$ cat config.mk
export PLATFORM = sky130hd
export DESIGN_NAME = dpram_host
export DESIGN_NICKNAME = d
export VERILOG_FILES = /design/src/design/dpram_host_pkg.sv /design/src/design/dpram_host.sv
export SDC_FILE = /design/constraint.sdc
export NUM_CORES = 1
export LEC_CHECK = 0
export BUFFER_PORTS_ARGS = -buffer_cell sky130_fd_sc_hd__buf_4
export CAP_MARGIN = 30
export CORE_MARGIN = 1.5
export CORE_UTILIZATION = 48
export DETAILED_ROUTE_END_ITERATION = 8
export PLACE_DENSITY = 0.76
export SLEW_MARGIN = 40
export SYNTH_ARGS = -nofsm -noshare
export SYNTH_HDL_FRONTEND = slang
export SYNTH_SLANG_ARGS = --single-unit
$ cat constraint.sdc
create_clock -name clk_i -period 1.9 [get_ports clk_i]
set_clock_uncertainty 0.15 [all_clocks]
set_input_delay 0.38 -clock clk_i [delete_from_list [all_inputs] [get_ports clk_i]]
set_output_delay 0.38 -clock clk_i [all_outputs]
set_load 0.1 [all_outputs]
$ cat src/design/dpram_host_pkg.sv
package dpram_host_pkg;
	localparam int ADDR_W = 15;
	localparam int DATA_W = 9;
	localparam int CLK_PERIOD_NS = 10;
	// timing figures in ns
	localparam int READ_CYCLE_PERIOD_NS = 15;
	localparam int WRITE_PULSE_WIDTH_NS = 12;
	localparam int OUT_OFF_NS = 10;
	localparam int DATA_SETUP_NS = 10;
	localparam int TOKEN_WRITE_TO_READ_TIME_NS = 5;
	localparam int TOKEN_UPDATE_PULSE_NS = 10;
	localparam int ACCESS_NS = 15;
	// cycle counts: least times round up
	localparam int POWERUP_CYC = (READ_CYCLE_PERIOD_NS + CLK_PERIOD_NS) / CLK_PERIOD_NS;
	localparam int WP_CYC = (WRITE_PULSE_WIDTH_NS + CLK_PERIOD_NS - 1) / CLK_PERIOD_NS;
	localparam int WP_OE_CYC = (OUT_OFF_NS + DATA_SETUP_NS + CLK_PERIOD_NS - 1) / CLK_PERIOD_NS;
	localparam int SWRD_CYC = (TOKEN_WRITE_TO_READ_TIME_NS + CLK_PERIOD_NS - 1) / CLK_PERIOD_NS;
	localparam int SOP_CYC = (TOKEN_UPDATE_PULSE_NS + CLK_PERIOD_NS - 1) / CLK_PERIOD_NS;
	localparam int ACC_CYC = (ACCESS_NS + CLK_PERIOD_NS - 1) / CLK_PERIOD_NS;
	localparam int CNT_W = 4;

	typedef enum logic [2:0] {
		ST_POWERUP = 3'h0,
		ST_IDLE    = 3'h1,
		ST_SETUP   = 3'h2,
		ST_STROBE  = 3'h3,
		ST_READ    = 3'h4,
		ST_GAP     = 3'h5
	} state_t;

	typedef struct packed {
		logic              valid;
		logic              write;
		logic              token;
		logic [ADDR_W-1:0] addr;
		logic [DATA_W-1:0] wdata;
	} req_t;

	typedef struct packed {
		logic              select_n;
		logic              token_flag_select_n;
		logic              write_n;
		logic              out_en_n;
		logic [ADDR_W-1:0] addr;
		logic [DATA_W-1:0] dq_o;
		logic              dq_oe_n;
	} pins_t;

	typedef struct packed {
		state_t            st;
		logic [CNT_W-1:0]  cnt;
		req_t              cur;
		pins_t             pins;
		logic              ready;
		logic              done;
		logic [DATA_W-1:0] rdata;
		logic              busy_seen;
		logic              busy_s1;
		logic              busy_s2;
		logic [DATA_W-1:0] dq_s1;
		logic [DATA_W-1:0] dq_s2;
	} regs_t;
endpackage : dpram_host_pkg

$ cat src/design/dpram_host.sv
`timescale 1ns/1ns
// How it works
// - strobe high whenever address changes
// - pulse covers output off plus data setup when output enable low (2 cycles, same as plain pulse)
// - never drive data while memory drives
// - token readback keeps select high, waits
// - pulse token select high between accesses
// - select held high in retention once any access already under way has ended
// - wait past one read cycle after power
module dpram_host (
	// clock and reset
	input  wire logic                                clk_i,
	input  wire logic                                rst_n_i,
	// user request side
	input  wire dpram_host_pkg::req_t                req_i,
	input  wire logic                                retain_i,
	input  wire logic                                out_en_write_i,
	output logic                                     ready_o,
	output logic                                     done_o,
	output logic [dpram_host_pkg::DATA_W-1:0]        rdata_o,
	output logic                                     busy_seen_o,
	// memory port pins
	output dpram_host_pkg::pins_t                    pins_o,
	input  wire logic [dpram_host_pkg::DATA_W-1:0]   dq_i,
	input  wire logic                                busy_n_i
);
	dpram_host_pkg::regs_t r;
	dpram_host_pkg::regs_t next_r;
	logic [dpram_host_pkg::CNT_W-1:0] wp_len;

	always_comb begin
		wp_len = out_en_write_i ? dpram_host_pkg::CNT_W'(dpram_host_pkg::WP_OE_CYC)
		                        : dpram_host_pkg::CNT_W'(dpram_host_pkg::WP_CYC);
		next_r = r;
		next_r.busy_s1 = ~busy_n_i;
		next_r.busy_s2 = r.busy_s1;
		next_r.dq_s1 = dq_i;
		next_r.dq_s2 = r.dq_s1;
		next_r.done = 1'b0;
		if (r.cnt != '0)
			next_r.cnt = r.cnt - 1'b1;
		case (r.st)
			dpram_host_pkg::ST_POWERUP: begin
				if (r.cnt == '0) begin
					next_r.st = dpram_host_pkg::ST_IDLE;
					next_r.ready = ~retain_i;
				end
			end
			dpram_host_pkg::ST_IDLE: begin
				next_r.ready = ~retain_i;
				next_r.pins.select_n = 1'b1;
				next_r.pins.token_flag_select_n = 1'b1;
				next_r.pins.write_n = 1'b1;
				next_r.pins.out_en_n = 1'b1;
				next_r.pins.dq_oe_n = 1'b1;
				if (req_i.valid && r.ready && !retain_i) begin
					next_r.ready = 1'b0;
					next_r.cur = req_i;
					next_r.busy_seen = 1'b0;
					// address moves only while strobe is high
					next_r.pins.addr = req_i.addr;
					next_r.st = dpram_host_pkg::ST_SETUP;
				end
			end
			dpram_host_pkg::ST_SETUP: begin
				// select first, strobe next cycle
				if (r.cur.token)
					next_r.pins.token_flag_select_n = 1'b0;
				else
					next_r.pins.select_n = 1'b0;
				if (r.cur.write) begin
					next_r.pins.out_en_n = ~out_en_write_i;
					next_r.st = dpram_host_pkg::ST_STROBE;
				end else begin
					next_r.pins.out_en_n = 1'b0;
					next_r.cnt = dpram_host_pkg::CNT_W'(dpram_host_pkg::ACC_CYC);
					next_r.st = dpram_host_pkg::ST_READ;
				end
				if (r.cur.write)
					next_r.cnt = wp_len;
			end
			dpram_host_pkg::ST_STROBE: begin
				// strobe falls a cycle after select
				next_r.pins.write_n = 1'b0;
				// data driven after memory outputs turn off
				if (!r.pins.write_n) begin
					next_r.pins.dq_oe_n = 1'b0;
					next_r.pins.dq_o = r.cur.token ? {{(dpram_host_pkg::DATA_W-1){1'b1}},
					                                  r.cur.wdata[0]} : r.cur.wdata;
				end
				if (r.busy_s2)
					next_r.busy_seen = 1'b1;
				if (r.cnt == '0) begin
					next_r.pins.write_n = 1'b1;
					next_r.pins.select_n = 1'b1;
					next_r.pins.token_flag_select_n = 1'b1;
					next_r.pins.out_en_n = 1'b1;
					next_r.cnt = dpram_host_pkg::CNT_W'(dpram_host_pkg::SOP_CYC
					             > dpram_host_pkg::SWRD_CYC ? dpram_host_pkg::SOP_CYC
					             : dpram_host_pkg::SWRD_CYC);
					next_r.st = dpram_host_pkg::ST_GAP;
				end
			end
			dpram_host_pkg::ST_READ: begin
				if (r.busy_s2)
					next_r.busy_seen = 1'b1;
				if (r.cnt == '0) begin
					// token read: bit 0 low means held by us
					next_r.rdata = r.dq_s2;
					next_r.pins.select_n = 1'b1;
					next_r.pins.token_flag_select_n = 1'b1;
					next_r.pins.out_en_n = 1'b1;
					next_r.cnt = dpram_host_pkg::CNT_W'(dpram_host_pkg::SOP_CYC);
					next_r.st = dpram_host_pkg::ST_GAP;
				end
			end
			dpram_host_pkg::ST_GAP: begin
				next_r.pins.dq_oe_n = 1'b1;
				if (r.cnt == '0) begin
					next_r.done = 1'b1;
					next_r.ready = ~retain_i;
					next_r.st = dpram_host_pkg::ST_IDLE;
				end
			end
			default: next_r.st = dpram_host_pkg::ST_IDLE;
		endcase
	end

	always_ff @(posedge clk_i or negedge rst_n_i) begin
		if (!rst_n_i) begin
			r <= '0;
			r.st <= dpram_host_pkg::ST_POWERUP;
			r.cnt <= dpram_host_pkg::CNT_W'(dpram_host_pkg::POWERUP_CYC);
			r.pins.select_n <= 1'b1;
			r.pins.token_flag_select_n <= 1'b1;
			r.pins.write_n <= 1'b1;
			r.pins.out_en_n <= 1'b1;
			r.pins.dq_oe_n <= 1'b1;
		end else begin
			r <= next_r;
		end
	end

	assign ready_o = r.ready;
	assign done_o = r.done;
	assign rdata_o = r.rdata;
	assign busy_seen_o = r.busy_seen;
	assign pins_o = r.pins;
endmodule : dpram_host

==> reports/summary.log <==
[status] outcome completed
[grt] global routing usage summed across all routing layers 17.91%
[timing] headroom to the max-slew limit 73.06%
[worst_setup_path] origin of the critical flop-to-flop path r[92]$_DFFE_PN0P_
[cts] number of clock buffers inserted by TritonCTS 9
[timing] number of max-slew violations in the final report 0
[floorplanning] die extent in x 86.85 um
[cts] H-Tree Level Count 3
[synthesis] Synthesized Nets 300
[cts] sink count of the clock tree 79
[routing] Post-route DRC 0
[min_path] path category of the worst min-delay check input port to register
[placement] RePlAce Congestion 0.8205
[worst_setup_path] CP Capture Type register
[routing] number of design-rule violations left by the first detailed-router iteration 104
[synthesis] total of warnings raised by yosys 0
[cts] Clock Tree Buf Depth 2
[timing] RSZ-0062 raised after global routing false
[timing] crit path time final 1.839 ns
[routing] detailed-route wire length per cell 14.57 um
[min_path] Hold Startpoint req_i[10]
[timing] Post-Route Setup TNS 0 ns
[timing] Final period util 96.77%
[worst_setup_path] Critical Path Source r[92]$_DFFE_PN0P_
[cts] CTS tree done
[placement] cell area after placement 3938 um2
[synthesis] fraction of post-synthesis cell area in the top cell type by area 54.13%
[worst_setup_path] crit-path max FO 28
[placement] total of buffers placed on input and output ports 81
[cts] Clock Root Buffer clkbuf_8
[synthesis] library cell with the largest summed area after synthesis dfrtp_1
[timing] final hold slack 0.1127 ns
[timing] count of final hold-check violations 0
[synthesis] register bit total from synthesis 79
[synthesis] Cell Area, Synth 3374 um2
[timing] max frequency 543.9 MHz
[placement] post-detailed-placement half-perimeter wirelength 4.431 mm
[worst_setup_path] startpoint type of the worst setup path register
[worst_setup_path] class of the most critical setup path register to register
[synthesis] Synth Instances 257
[routing] routed wire length 6.265 mm
[synthesis] cells taking the most area after synthesis dfrtp_1 54%, buf_4 8.5%, mux2_4 8.0%
[grt] pin count of the biggest net entering global routing 30
[routing] via density per instance 4.891
[timing] number of failing setup endpoints in the final timing report 0
[cts] clock latency on the worst-skew pair 0.34 ns
[cells_and_area] final layout net count 372
[synthesis] Syn Area/Cell 13.13 um2
[floorplanning] Top Ports 82
[floorplanning] overall die area 7542 um2
[grt] antenna violations before repair 0
[cells_and_area] Antenna Cells 0
[grt] leftover overflow at the end of global routing 0
[floorplanning] core area 6794 um2
[synthesis] number of enable-type register cells in the synthesized netlist 0
[flow_run] max-capacitance violation count 0
[cts] clock slew seen by the registers of the worst setup and hold paths 0.09 ns
[floorplanning] die height 86.85 um
[synthesis] Seq/Total Area, Yosys 58.81%
[cells_and_area] fraction of final layout cells sized beyond drive strength 1 52.10%
[routing] Via Count 2103
[floorplanning] std cell rows 30
[synthesis] Synth Flop Type dfrtp_1
[cells_and_area] Layout Cell Area excl Fill 4293 um2
[synthesis] number of distinct library cell variants in the gate-level netlist after synthesis 42
[routing] Final ANT Viol Nets 0
[worst_setup_path] required time of the critical path 1.98 ns
[routing] Initial DRT Pass Iterations 4
[grt] via count of the first global-routing pass 2211
[timing] slew at the pin closest to its max-slew limit 0.4041 ns
[floorplanning] starting utilization of the core area 49.67%
[worst_setup_path] signal arrival time at the worst endpoint 1.92 ns
[synthesis] proportion of register bits with asynchronous set or reset after synthesis 100.0%
[grt] first-pass GRT wire length 10.21 mm
[cells_and_area] Layout Area Growth over Synthesis 27.22%
==> routing by layer <==
metal	vias up	part of all wire [%]	global-route usage, %	routed length, um
met5	-	0	0	0
met4	0	1.5	8.358	94
met3	7	4.7	4.000	293
met2	62	50	29.81	3140
met1	1042	44	22.20	2737
li1	992	-	-	-
==> stage by stage <==
stage | utilization (%) | cells | setup slack, ns
floorplan | - | 257 | -0.1295
global placement | 57.96 | 402 | 0.01801
detailed placement | 57.96 | 402 | -0.1224
CTS | 62.95 | 430 | 0.009158
global route | 63.19 | 430 | 0.004385
finish | 63.19 | 430 | 0.06138
==> worst max-delay path, stage by stage, from the launching register on <==
cell     delay, ns
dfrtp_1       0.40
nor2b_4       0.17
or4b_4        0.48
buf_12        0.20
mux2_4        0.31
==> state kept, by name (all words and copies together) (netlist names) <==
signal       cells
ready_o          1
busy_seen_o      1
r               28
pins_o          29
next_r          10
done_o           1
rdata_o          9
==> cells by family (layout without fill, tap and decap cells) <==
| group | count (synthesis) | after routing | share of synthesized area (%) |
|---|---|---|---|
| flops | 79 | 79 | 58.81 |
| buf+inv | 58 | 135 | 11.49 |
| simple gates | 42 | 42 | 7.044 |
| compound gates | 38 | 38 | 7.342 |
| mux | 36 | 36 | 14.02 |
| fa+ha+maj | 3 | 3 | 1.038 |
| xor+xnor | 1 | 1 | 0.2596 |
==> cells in the final DEF, fill, tap and decap left out, types with 2 or more instances in the layout <==
cell type and n:
nand2_1 2, dfstp_2 6, a31oi_1 2, buf_4 95
mux2_4 18, o21ai_0 3, nand3b_1 2, or4b_2 2
ha_4 2, mux2_2 18, a32oi_1 2, inv_6 2
clkbuf_8 9, inv_1 7, nor3_1 3, o221ai_1 2
buf_12 3, o22ai_1 3, dfrtp_1 72, or2_2 2
inv_8 2, nand2b_1 4, clkinvlp_4 2, dlygate4sd3_1 11
inv_2 3, a21oi_1 15, a31o_2 3, nor2_1 19
==> cell type report <==
type | instances | area [um2]
Clock buffer | 9 | 123.9
Clock inverter | 7 | 85.08
Fill cell | 519 | 2501
Inverter | 10 | 37.54
Multi-Input combinational cell | 120 | 1055
Sequential cell | 79 | 1988
Tap cell | 96 | 120.1
Timing Repair Buffer | 109 | 883.3
==> path summary, 6_finish.rpt <==
kind                                     endpoint  slack [ns]  cells past startpoint
min                        pins_o[11]$_DFFE_PN0P_        0.11                      2
max in group asynchronous   pins_o[4]$_DFFE_PN0P_        0.60                      3
max                        pins_o[12]$_DFFE_PN0P_        0.06                      4
max reg2reg                pins_o[12]$_DFFE_PN0P_        0.06                      4
min in group asynchronous    next_r[18]$_DFF_PN0_        0.33                      2
min reg2reg                       r[18]$_DFF_PN0_        0.20                      0
==> timing repair <==
action                     in CTS  in global routing
pin swaps                       1                  1
setup endpoints to repair      13                  6
setup buffers                   1                  0
gates resized for setup         2                  5
hold endpoints to repair       29                  0
hold buffers                   11                  0
==> synth_stat cells (all sizes together), types with 3 or more instances <==
| library cell | instances |
|---|---|
| nor2 | 19 |
| inv | 10 |
| mux2 | 36 |
| o21ai | 3 |
| buf | 43 |
| nand2b | 4 |
| o22ai | 3 |
| dfstp | 6 |
| or4b | 3 |
| clkbuf | 5 |
| nand2 | 3 |
| a21oi | 15 |
| nor3 | 3 |
| dfrtp | 73 |
| a31o | 3 |
Power is not shown: default switching activity piles up to over one toggle a cycle in this logic, so the estimate is an artifact.
